### src/hdl/cgpd_defs.svh
// Offsets, field positions, reset values and sizes of the clock block.
// Assumes inclusion by bare name from every file that needs them.
`ifndef CGPD_DEFS_SVH
`define CGPD_DEFS_SVH

// ----------------------------------------
// Register byte offsets
// ----------------------------------------
`define CGPD_PWRCTL_OFS    8'h00
`define CGPD_CLKSEL_OFS    8'h04
`define CGPD_CLKDIV_OFS    8'h08
`define CGPD_CLKGATE_OFS   8'h0C
`define CGPD_FDCTL_OFS     8'h10
`define CGPD_STATUS_OFS    8'h14

// ----------------------------------------
// Field positions
// ----------------------------------------
`define CGPD_PWR_XTAL_BIT  0
`define CGPD_PWR_FRC_BIT   1
`define CGPD_PWR_LOWXT_BIT 2
`define CGPD_PWR_PDREQ_BIT 7
`define CGPD_FDEN_BIT      4

// ----------------------------------------
// Reset values and sizes
// ----------------------------------------
`define CGPD_PWRCTL_RST    8'h02
`define CGPD_CLKSEL_RST    2'h1
`define CGPD_CLKDIV_RST    4'h0
`define CGPD_CLKGATE_RST   8'h00
`define CGPD_FDCTL_RST     5'h00
`define CGPD_NUM_GATES     8
`define CGPD_NUM_STAGES    16
`define CGPD_NUM_OSC       3
`endif

### src/hdl/cgpd_pkg.sv
// Types shared by the clock block.
// Assumes nothing of its surroundings.
package cgpd_pkg;
    // Clock source codes of the source select field
    typedef enum logic [1:0] {
        SRC_XTAL = 2'h0,
        SRC_FRC  = 2'h1,
        SRC_SRC  = 2'h2,
        SRC_NONE = 2'h3
    } cgpd_src_t;

    // Power states
    typedef enum logic {
        PD_RUN  = 1'b0,
        PD_DOWN = 1'b1
    } cgpd_pwr_t;
endpackage

### src/hdl/cgpd_sync.sv
// Three-stage synchroniser with agreement filter and rise pulse.
// Assumes asynchronous inputs and a single system clock.
`timescale 1ns/1ps
module cgpd_sync #(
    parameter int W = 3
) (
    input  logic         aclk,
    input  logic         aresetn,
    input  logic [W-1:0] async_in,
    output logic [W-1:0] level,
    output logic [W-1:0] rise
);
    logic [W-1:0] s1_q;
    logic [W-1:0] s2_q;
    logic [W-1:0] s3_q;
    logic [W-1:0] lvl_d;

    // Agreement of second and third stage moves the level
    assign lvl_d = (s2_q & s3_q) | (level & (s2_q | s3_q));

    // Synchroniser chain
    always_ff @(posedge aclk)
    begin
        if (!aresetn)
        begin
            s1_q  <= '0;
            s2_q  <= '0;
            s3_q  <= '0;
            level <= '0;
            rise  <= '0;
        end
        else
        begin
            s1_q  <= async_in;
            s2_q  <= s1_q;
            s3_q  <= s2_q;
            level <= lvl_d;
            rise  <= lvl_d & ~level;
        end
    end
endmodule

### src/hdl/cgpd_freq_div.sv
// Sixteen-stage power-of-two divider with stage selector.
// Assumes a one-cycle input tick and same-clock control.
`timescale 1ns/1ps
`include "cgpd_defs.svh"
module cgpd_freq_div (
    input  logic       aclk,
    input  logic       aresetn,
    input  logic       fin_tick,
    input  logic       enable,
    input  logic [3:0] stage_sel,
    output logic       div_out,
    output logic       running
);
    localparam int N = `CGPD_NUM_STAGES;
    logic [N-1:0] chain_q;
    logic [N:0]   carry;
    logic         en_prev_q;
    logic         en_rise;

    // Mask of stages below the selected one
    function automatic logic [N-1:0] low_mask(input logic [3:0] s);
        low_mask = (16'h0001 << s) - 16'h0001;
    endfunction

    assign en_rise  = enable & ~en_prev_q;
    assign carry[0] = fin_tick & running;

    // ----------------------------------------
    // Divide-by-two chain
    // ----------------------------------------
    genvar i;
    generate
        for (i = 0; i < N; i++)
        begin : g_stage
            assign carry[i+1] = carry[i] & chain_q[i];
            // One divide-by-two stage
            always_ff @(posedge aclk)
            begin
                if (!aresetn || en_rise)
                    chain_q[i] <= 1'b0;
                else if (carry[i])
                    chain_q[i] <= ~chain_q[i];
            end
        end
    endgenerate

    // Run control: start on enable edge, stop at low output
    always_ff @(posedge aclk)
    begin
        if (!aresetn)
        begin
            en_prev_q <= 1'b0;
            running   <= 1'b0;
        end
        else
        begin
            en_prev_q <= enable;
            if (en_rise)
                running <= 1'b1;
            else if (!enable && !chain_q[stage_sel])
                running <= 1'b0;
        end
    end

    // Selected stage to the pin
    always_ff @(posedge aclk)
    begin
        if (!aresetn)
            div_out <= 1'b0;
        else
            div_out <= running & chain_q[stage_sel];
    end
endmodule

### src/hdl/cgpd_top.sv
// Clock generator, gating, divider and power-down control.
// Assumes an AXI4-Lite master, a core that flags its wait-for-interrupt
// instruction and wake-ups with one-cycle pulses on aclk, and free
// running oscillator outputs arriving asynchronously.
//
// Operation
// - Enter power-down only when request bit is set and core waits
// - Stay powered down until a wake-up source fires, then leave
// - Power-down turns off crystal and fast internal oscillator
// - Three selectable sources: crystal, fast RC and slow RC
// - Per-clock gates, source select and a 4-bit clock divider
// - Divider is sixteen chained divide-by-two stages
// - Sixteen-to-one selector drives one stage onto the output pin
// - Output frequency is input over two to the select plus one
// - Rising divider enable resets the chain, then counting starts
// - Clearing enable runs chain until output low, then holds low
`timescale 1ns/1ps
`include "cgpd_defs.svh"
module cgpd_top (
    input  logic        aclk,
    input  logic        aresetn,
    input  logic        awvalid,
    output logic        awready,
    input  logic [7:0]  awaddr,
    input  logic        wvalid,
    output logic        wready,
    input  logic [31:0] wdata,
    input  logic [3:0]  wstrb,
    output logic        bvalid,
    input  logic        bready,
    output logic [1:0]  bresp,
    input  logic        arvalid,
    output logic        arready,
    input  logic [7:0]  araddr,
    output logic        rvalid,
    input  logic        rready,
    output logic [31:0] rdata,
    output logic [1:0]  rresp,
    input  logic        wait_for_interrupt_instruction,
    input  logic        wake_request,
    input  logic        crystal_osc_in,
    input  logic        fast_internal_rc_in,
    input  logic        slow_internal_rc_in,
    output logic        crystal_osc_enable,
    output logic        fast_internal_rc_enable,
    output logic        crystal_low_speed_mode,
    output logic        hclk_enable,
    output logic [7:0]  periph_clk_enable,
    output logic        divided_clock_output_pin,
    output logic        power_down_active
);
    localparam logic [1:0] RESP_OK  = 2'h0;
    localparam logic [1:0] RESP_ERR = 2'h2;
    localparam int         NG       = `CGPD_NUM_GATES;

    // Register state
    logic [7:0]  pwrctl_q;
    logic [1:0]  clksel_q;
    logic [3:0]  clkdiv_q;
    logic [7:0]  gate_q;
    logic [4:0]  fdiv_q;
    // Bus state
    logic        aw_have_q;
    logic        w_have_q;
    logic [7:0]  awaddr_q;
    logic [31:0] wdata_q;
    logic [3:0]  wstrb_q;
    logic        wr_fire;
    logic [2:0]  wr_idx;
    logic        wr_ok;
    logic [31:0] rd_val;
    // Clocking state
    cgpd_pkg::cgpd_pwr_t state_q;
    cgpd_pkg::cgpd_pwr_t state_d;
    logic [2:0]  osc_rise;
    logic        src_tick;
    logic [3:0]  div_cnt_q;
    logic        hclk_d;
    logic        fdiv_running;

    // ----------------------------------------
    // Helper functions
    // ----------------------------------------
    // Map a byte address to a register index, 7 when unmapped
    function automatic logic [2:0] reg_index(input logic [7:0] a);
        case (a)
            `CGPD_PWRCTL_OFS:  reg_index = 3'h0;
            `CGPD_CLKSEL_OFS:  reg_index = 3'h1;
            `CGPD_CLKDIV_OFS:  reg_index = 3'h2;
            `CGPD_CLKGATE_OFS: reg_index = 3'h3;
            `CGPD_FDCTL_OFS:   reg_index = 3'h4;
            `CGPD_STATUS_OFS:  reg_index = 3'h5;
            default:           reg_index = 3'h7;
        endcase
    endfunction

    // Merge write data into old value under byte strobes
    function automatic logic [31:0] merge(
        input logic [31:0] old,
        input logic [31:0] nw,
        input logic [3:0]  be
    );
        merge = old;
        for (int b = 0; b < 4; b++)
            if (be[b])
                merge[b*8 +: 8] = nw[b*8 +: 8];
    endfunction

    // ----------------------------------------
    // AXI4-Lite write channel
    // ----------------------------------------
    assign awready = !aw_have_q && !bvalid;
    assign wready  = !w_have_q && !bvalid;
    assign wr_fire = aw_have_q && w_have_q && !bvalid;
    assign wr_idx  = reg_index(awaddr_q);
    assign wr_ok   = wr_idx != 3'h7;

    // Address and data holding, in either order
    always_ff @(posedge aclk)
    begin
        if (!aresetn)
        begin
            aw_have_q <= 1'b0;
            w_have_q  <= 1'b0;
            awaddr_q  <= 8'h00;
            wdata_q   <= 32'h0000_0000;
            wstrb_q   <= 4'h0;
        end
        else
        begin
            if (awvalid && awready)
            begin
                aw_have_q <= 1'b1;
                awaddr_q  <= awaddr;
            end
            else if (wr_fire)
                aw_have_q <= 1'b0;
            if (wvalid && wready)
            begin
                w_have_q <= 1'b1;
                wdata_q  <= wdata;
                wstrb_q  <= wstrb;
            end
            else if (wr_fire)
                w_have_q <= 1'b0;
        end
    end

    // Write response
    always_ff @(posedge aclk)
    begin
        if (!aresetn)
        begin
            bvalid <= 1'b0;
            bresp  <= RESP_OK;
        end
        else if (wr_fire)
        begin
            bvalid <= 1'b1;
            bresp  <= wr_ok ? RESP_OK : RESP_ERR;
        end
        else if (bready)
            bvalid <= 1'b0;
    end

    // ----------------------------------------
    // Control registers
    // ----------------------------------------
    // Software writes; wake clears the power-down request
    always_ff @(posedge aclk)
    begin
        if (!aresetn)
        begin
            pwrctl_q <= `CGPD_PWRCTL_RST;
            clksel_q <= `CGPD_CLKSEL_RST;
            clkdiv_q <= `CGPD_CLKDIV_RST;
            gate_q   <= `CGPD_CLKGATE_RST;
            fdiv_q   <= `CGPD_FDCTL_RST;
        end
        else if (wr_fire && wr_ok)
        begin
            case (wr_idx)
                3'h0: pwrctl_q <= 8'(merge({24'h0, pwrctl_q},
                                        wdata_q, wstrb_q));
                3'h1: clksel_q <= 2'(merge({30'h0, clksel_q},
                                        wdata_q, wstrb_q));
                3'h2: clkdiv_q <= 4'(merge({28'h0, clkdiv_q},
                                        wdata_q, wstrb_q));
                3'h3: gate_q   <= 8'(merge({24'h0, gate_q},
                                        wdata_q, wstrb_q));
                3'h4: fdiv_q   <= 5'(merge({27'h0, fdiv_q},
                                        wdata_q, wstrb_q));
                default: ;
            endcase
        end
        // Wake clears the request unless this register is written now
        if (aresetn && state_q == cgpd_pkg::PD_DOWN && wake_request
            && !(wr_fire && wr_idx == 3'h0))
            pwrctl_q[`CGPD_PWR_PDREQ_BIT] <= 1'b0;
    end

    // ----------------------------------------
    // AXI4-Lite read channel
    // ----------------------------------------
    assign arready = !rvalid;

    // Read multiplexer
    always_comb
    begin
        rd_val = 32'h0000_0000;
        case (reg_index(araddr))
            3'h0: rd_val[7:0] = pwrctl_q;
            3'h1: rd_val[1:0] = clksel_q;
            3'h2: rd_val[3:0] = clkdiv_q;
            3'h3: rd_val[7:0] = gate_q;
            3'h4: rd_val[4:0] = fdiv_q;
            3'h5: rd_val[2:0] = {divided_clock_output_pin,
                                 fdiv_running, power_down_active};
            default: rd_val = 32'h0000_0000;
        endcase
    end

    // Read response
    always_ff @(posedge aclk)
    begin
        if (!aresetn)
        begin
            rvalid <= 1'b0;
            rdata  <= 32'h0000_0000;
            rresp  <= RESP_OK;
        end
        else if (arvalid && arready)
        begin
            rvalid <= 1'b1;
            rdata  <= rd_val;
            rresp  <= reg_index(araddr) == 3'h7 ? RESP_ERR : RESP_OK;
        end
        else if (rready)
            rvalid <= 1'b0;
    end

    // ----------------------------------------
    // Power-down sequencing
    // ----------------------------------------
    // Next power state
    always_comb
    begin
        state_d = state_q;
        case (state_q)
            cgpd_pkg::PD_RUN:
                if (pwrctl_q[`CGPD_PWR_PDREQ_BIT]
                    && wait_for_interrupt_instruction)
                    state_d = cgpd_pkg::PD_DOWN;
            cgpd_pkg::PD_DOWN:
                if (wake_request)
                    state_d = cgpd_pkg::PD_RUN;
            default: state_d = cgpd_pkg::PD_RUN;
        endcase
    end

    // Power state and oscillator enables
    always_ff @(posedge aclk)
    begin
        if (!aresetn)
        begin
            state_q                 <= cgpd_pkg::PD_RUN;
            crystal_osc_enable      <= 1'b0;
            fast_internal_rc_enable <= 1'b1;
            crystal_low_speed_mode  <= 1'b0;
        end
        else
        begin
            state_q <= state_d;
            crystal_osc_enable <= pwrctl_q[`CGPD_PWR_XTAL_BIT]
                && state_d == cgpd_pkg::PD_RUN;
            fast_internal_rc_enable <= pwrctl_q[`CGPD_PWR_FRC_BIT]
                && state_d == cgpd_pkg::PD_RUN;
            crystal_low_speed_mode <= pwrctl_q[`CGPD_PWR_LOWXT_BIT];
        end
    end

    assign power_down_active = state_q == cgpd_pkg::PD_DOWN;

    // ----------------------------------------
    // Clock sources and divider
    // ----------------------------------------
    cgpd_sync #(
        .W(`CGPD_NUM_OSC)
    ) u_osc_sync (
        .aclk     (aclk),
        .aresetn  (aresetn),
        .async_in ({slow_internal_rc_in, fast_internal_rc_in,
                    crystal_osc_in}),
        .level    (),
        .rise     (osc_rise)
    );

    // Source selection; no ticks while powered down
    always_comb
    begin
        src_tick = 1'b0;
        case (cgpd_pkg::cgpd_src_t'(clksel_q))
            cgpd_pkg::SRC_XTAL: src_tick = osc_rise[0];
            cgpd_pkg::SRC_FRC:  src_tick = osc_rise[1];
            cgpd_pkg::SRC_SRC:  src_tick = osc_rise[2];
            default:            src_tick = 1'b0;
        endcase
        if (state_q == cgpd_pkg::PD_DOWN)
            src_tick = 1'b0;
    end

    assign hclk_d = src_tick && div_cnt_q == clkdiv_q;

    // Divide source ticks by clock divider plus one
    always_ff @(posedge aclk)
    begin
        if (!aresetn)
        begin
            div_cnt_q   <= 4'h0;
            hclk_enable <= 1'b0;
        end
        else
        begin
            hclk_enable <= hclk_d;
            if (hclk_d || div_cnt_q > clkdiv_q)
                div_cnt_q <= 4'h0;
            else if (src_tick)
                div_cnt_q <= div_cnt_q + 4'h1;
        end
    end

    // Per-peripheral clock gates
    genvar g;
    generate
        for (g = 0; g < NG; g++)
        begin : g_gate
            // One gated clock enable
            always_ff @(posedge aclk)
            begin
                if (!aresetn)
                    periph_clk_enable[g] <= 1'b0;
                else
                    periph_clk_enable[g] <= hclk_d && gate_q[g];
            end
        end
    endgenerate

    cgpd_freq_div u_freq_div (
        .aclk      (aclk),
        .aresetn   (aresetn),
        .fin_tick  (src_tick),
        .enable    (fdiv_q[`CGPD_FDEN_BIT]),
        .stage_sel (fdiv_q[3:0]),
        .div_out   (divided_clock_output_pin),
        .running   (fdiv_running)
    );
endmodule

### config.mk
export PLATFORM = sky130hd
export DESIGN_NAME = cgpd_top
export DESIGN_NICKNAME = d
export VERILOG_FILES = /design/src/hdl/cgpd_pkg.sv /design/src/hdl/cgpd_sync.sv /design/src/hdl/cgpd_freq_div.sv /design/src/hdl/cgpd_top.sv
export VERILOG_INCLUDE_DIRS = /design/src /design/src/hdl
export SDC_FILE = /design/constraint.sdc
export NUM_CORES = 1
export LEC_CHECK = 0
export BUFFER_PORTS_ARGS = -buffer_cell sky130_fd_sc_hd__buf_2
export CAP_MARGIN = 20
export CORE_ASPECT_RATIO = 0.7
export CORE_MARGIN = 1.5
export CORE_UTILIZATION = 27
export DETAILED_ROUTE_END_ITERATION = 8
export SETUP_SLACK_MARGIN = 0.02
export SYNTH_ARGS = -nofsm -noshare
export SYNTH_HDL_FRONTEND = slang
export SYNTH_SLANG_ARGS = --single-unit
### constraint.sdc
create_clock -name aclk -period 4 [get_ports aclk]
set_clock_uncertainty 0.2 [all_clocks]
set_input_delay 0.2 -clock aclk [delete_from_list [all_inputs] [get_ports aclk]]
set_output_delay 0.2 -clock aclk [all_outputs]
set_load 0.02 [all_outputs]
==> flow_summary.ini <==
[finish]
area_growth_pct = 20.3
drive_gt1_share_pct = 17.5
layout.cells.non_filler = 844
fin_nets = 678
n_antenna_cell = 0
fill_cells = 1866

[synthesis]
synth-main-ff-cell = dfxtp_1
avgSynthCellArea_um2 = 9.10
synth_cell_types = 59
async_flop_share_pct = 0
synthCells = 529
yosysWarnings = 0
synth_area_um2 = 4810
synth_edf_count = 0
seq_area_frac_synth_pct = 45.3
synth_seq_cells = 109

[floorplanning]
start_util_pct = 27.8
die_area_um2 = 18700
ios = 119
rows = 40
dieWidth_um = 163
die_h_um = 115
coreArea_um2 = 17300

[place]
portBuffers = 65
dp_cells = 804
hpwl_um = 8200
globalplace.congestion = 0.860

[route]
wl_um = 11500
avgViaCountPerCell = 4.44
ant_nets = 0
drc_errors = 0
wl_per_cell_um = 13.6
dr.first_iter.drc_count = 216
dr.pass1.iters = 4
via_count = 3747

[power_and_ir_drop]
power_frac_seq_pct = 51.9
internal_power_mw = 1.62
switching_share_pct = 25.7
pwr-share-comb_pct = 7.9
clkPwrFrac_pct = 40.3
p_switching_mw = 0.561
vdd_drop_max_mv = 0.189
leakagePower_nw = 2.14
power_density_nw_per_um2 = 377

[sta]
tightest_slew_ns = 0.870
timing.fmax_mhz = 332
slew_violations = 0
fin_setup_tns_ns = 0
rsz0062_at_grt = no
fin_crit_ns = 3.01
finalCritPeriodShare_pct = 75.3
final_hold_viol_count = 0
slew_headroom_pct = 41.6
setup_viol = 0

[setup_path]
crit_type = primary input to flip-flop
cp.arrival_ns = 3.07
cp_max_fo = 8
crit_required_ns = 4.06
end_kind = flip-flop
crit_path_start_kind = primary input

[min_path]
hp-class = primary input to flip-flop

[cts]
cts_buffers = 9
ctsHtreeMaxLevel = 3
clk_pin_slew_ns = 0.07
clock_latency_ns = 0.35
cts_tree = done
clkSinkCount = 109
root_buffer = clkbuf_16
ctsResizeCount = 0
cts_buffer_depth = 2

[grt]
grt_overflow = 0
grt_max_degree = 54
grt_pass1_wl_um = 18900
grt_pass1_vias = 3516
grt.total_usage_pct = 13.1
antenna_found_initial = 0

[run_status]
status = finished clean

[run]
maxCapViolCount = 0
==> final cells by class <==
| class | instances | area [um^2] | area share [%] |
|---|---|---|---|
| repair buffers | 93 | 596 | 10.3 |
| flip-flops and latches | 109 | 2180 | 37.7 |
| inverters | 13 | 48.8 | 0.842 |
| clock inverters | 6 | 55.1 | 0.950 |
| clock buffers | 10 | 239 | 4.12 |
| well taps | 231 | 289 | 4.99 |
| multi-input cells | 382 | 2380 | 41.2 |
==> synth_stat cells, drive strengths merged, types with 5 or more instances <==
library cell	n	area share (%)
a21oi	35	3.6
a221oi	6	1.1
and2	21	2.7
buf	31	4.7
clkbuf	19	1.5
dfxtp	109	45
ha	6	1.6
inv	13	1.0
mux2i	34	7.1
nand2	60	4.7
nand2b	5	0.65
nand3	13	1.6
nor2	57	4.4
nor3	13	1.5
nor4	12	2.4
o21ai	17	1.8
xnor2	17	3.1
==> logic make-up (layout without fill, tap and decap cells) <==
family / after synthesis / after routing / share of synthesized area (%)
AND/OR/NAND/NOR: 218 / 218 / 24.1
flip-flops: 109 / 109 / 45.3
AO/OA/AOI/OAI: 76 / 76 / 9.49
buffers and inverters: 63 / 122 / 7.22
multiplexers: 39 / 39 / 9.17
XOR/XNOR: 17 / 17 / 3.09
adder cells (fa/ha/maj): 6 / 6 / 1.56
other: 1 / 26 / 0.0779
==> state kept, by name, indices dropped and copies added, names as in the netlist, 5 cells and up <==
signal	count
pwrctl_q	8
gate_q	8
u_freq_div.chain_q	16
fdiv_q	5
rdata	8
awaddr_q	8
wdata_q	8
periph_clk_enable	8
==> critical path, cell delays in order <==
cell and delay (ns):
buf_2 0.11, nor4_1 0.45, nand2b_1 0.22, or3b_2 0.49, ha_1 0.29, or3b_2 0.54, nor4b_2 0.41, and3_1 0.21
a21oi_1 0.04, o32ai_1 0.12
==> layout by cell type, fill, tap and decap left out, types with 4 or more instances in the layout <==
| cell type | count |
|---|---|
| nand2b_1 | 5 |
| nor2_1 | 57 |
| clkbuf_16 | 9 |
| mux2i_1 | 34 |
| nor4_1 | 8 |
| buf_2 | 65 |
| a221oi_1 | 6 |
| xnor2_1 | 17 |
| ha_1 | 6 |
| nand3b_1 | 4 |
| buf_4 | 4 |
| nand3_1 | 12 |
| o21a_1 | 4 |
| nor3_1 | 12 |
| and2_1 | 21 |
| a21oi_1 | 35 |
| conb_1 | 26 |
| mux4_2 | 4 |
| o21ai_0 | 14 |
| dlygate4sd3_1 | 24 |
| dfxtp_1 | 109 |
| nand2_1 | 60 |
| inv_1 | 12 |
==> what timing repair did <==
item | in CTS | in global routing
setup buffers | 0 | 0
hold buffers | 24 | 0
endpoints found under the hold margin | 23 | 0
==> power by group through the flow <==
| stage | Clock, mW | Sequential, mW | Combinational (mW) |
|---|---|---|---|
| after floorplan | 0 | 1.15 | 0.122 |
| after global placement | 0 | 1.16 | 0.152 |
| after detailed placement | 0 | 1.16 | 0.154 |
| after CTS | 0.901 | 1.13 | 0.172 |
| after global routing | 0.950 | 1.14 | 0.191 |
| final | 0.879 | 1.13 | 0.172 |
==> stage by stage <==
step | setup WS [ns] | cell area [um^2] | power, mW | hold slack [ns] | util [%]
4_1_cts | 0.995 | 5790 | 2.20 | 0.131 | 33.5
3_5_place_dp | 0.644 | 5260 | 1.31 | 0.194 | 30.4
2_1_floorplan | 1.16 | 4910 | 1.27 | 0.0990 | -
3_3_place_gp | 0.676 | 5260 | 1.31 | 0.188 | 30.4
5_1_grt | 0.742 | 5790 | 2.28 | 0.165 | 33.5
6_report | 0.988 | 5790 | 2.18 | 0.140 | 33.5
==> per-layer routing <==
layer  global-route usage, %  part of all wire, %  vias to the layer above
met3                    3.26                  3.7                        9
met1                    19.7                   55                     1749
li1                        -                    -                     1930
met4                    3.30                 0.88                        0
met5                       0                    0                        -
met2                    18.4                   40                       59
==> final timing paths <==
check,startpoint,to,slack (ns),cells after the start
max,araddr[0],rdata[4],0.99,10
min,awvalid,awaddr_q[7],0.14,4
max reg2reg,clkdiv_q[3],periph_clk_enable[6],1.74,6
min reg2reg,u_osc_sync.s1_q[0],u_osc_sync.s2_q[0],0.24,1
Power figures use the tool's default switching activity.
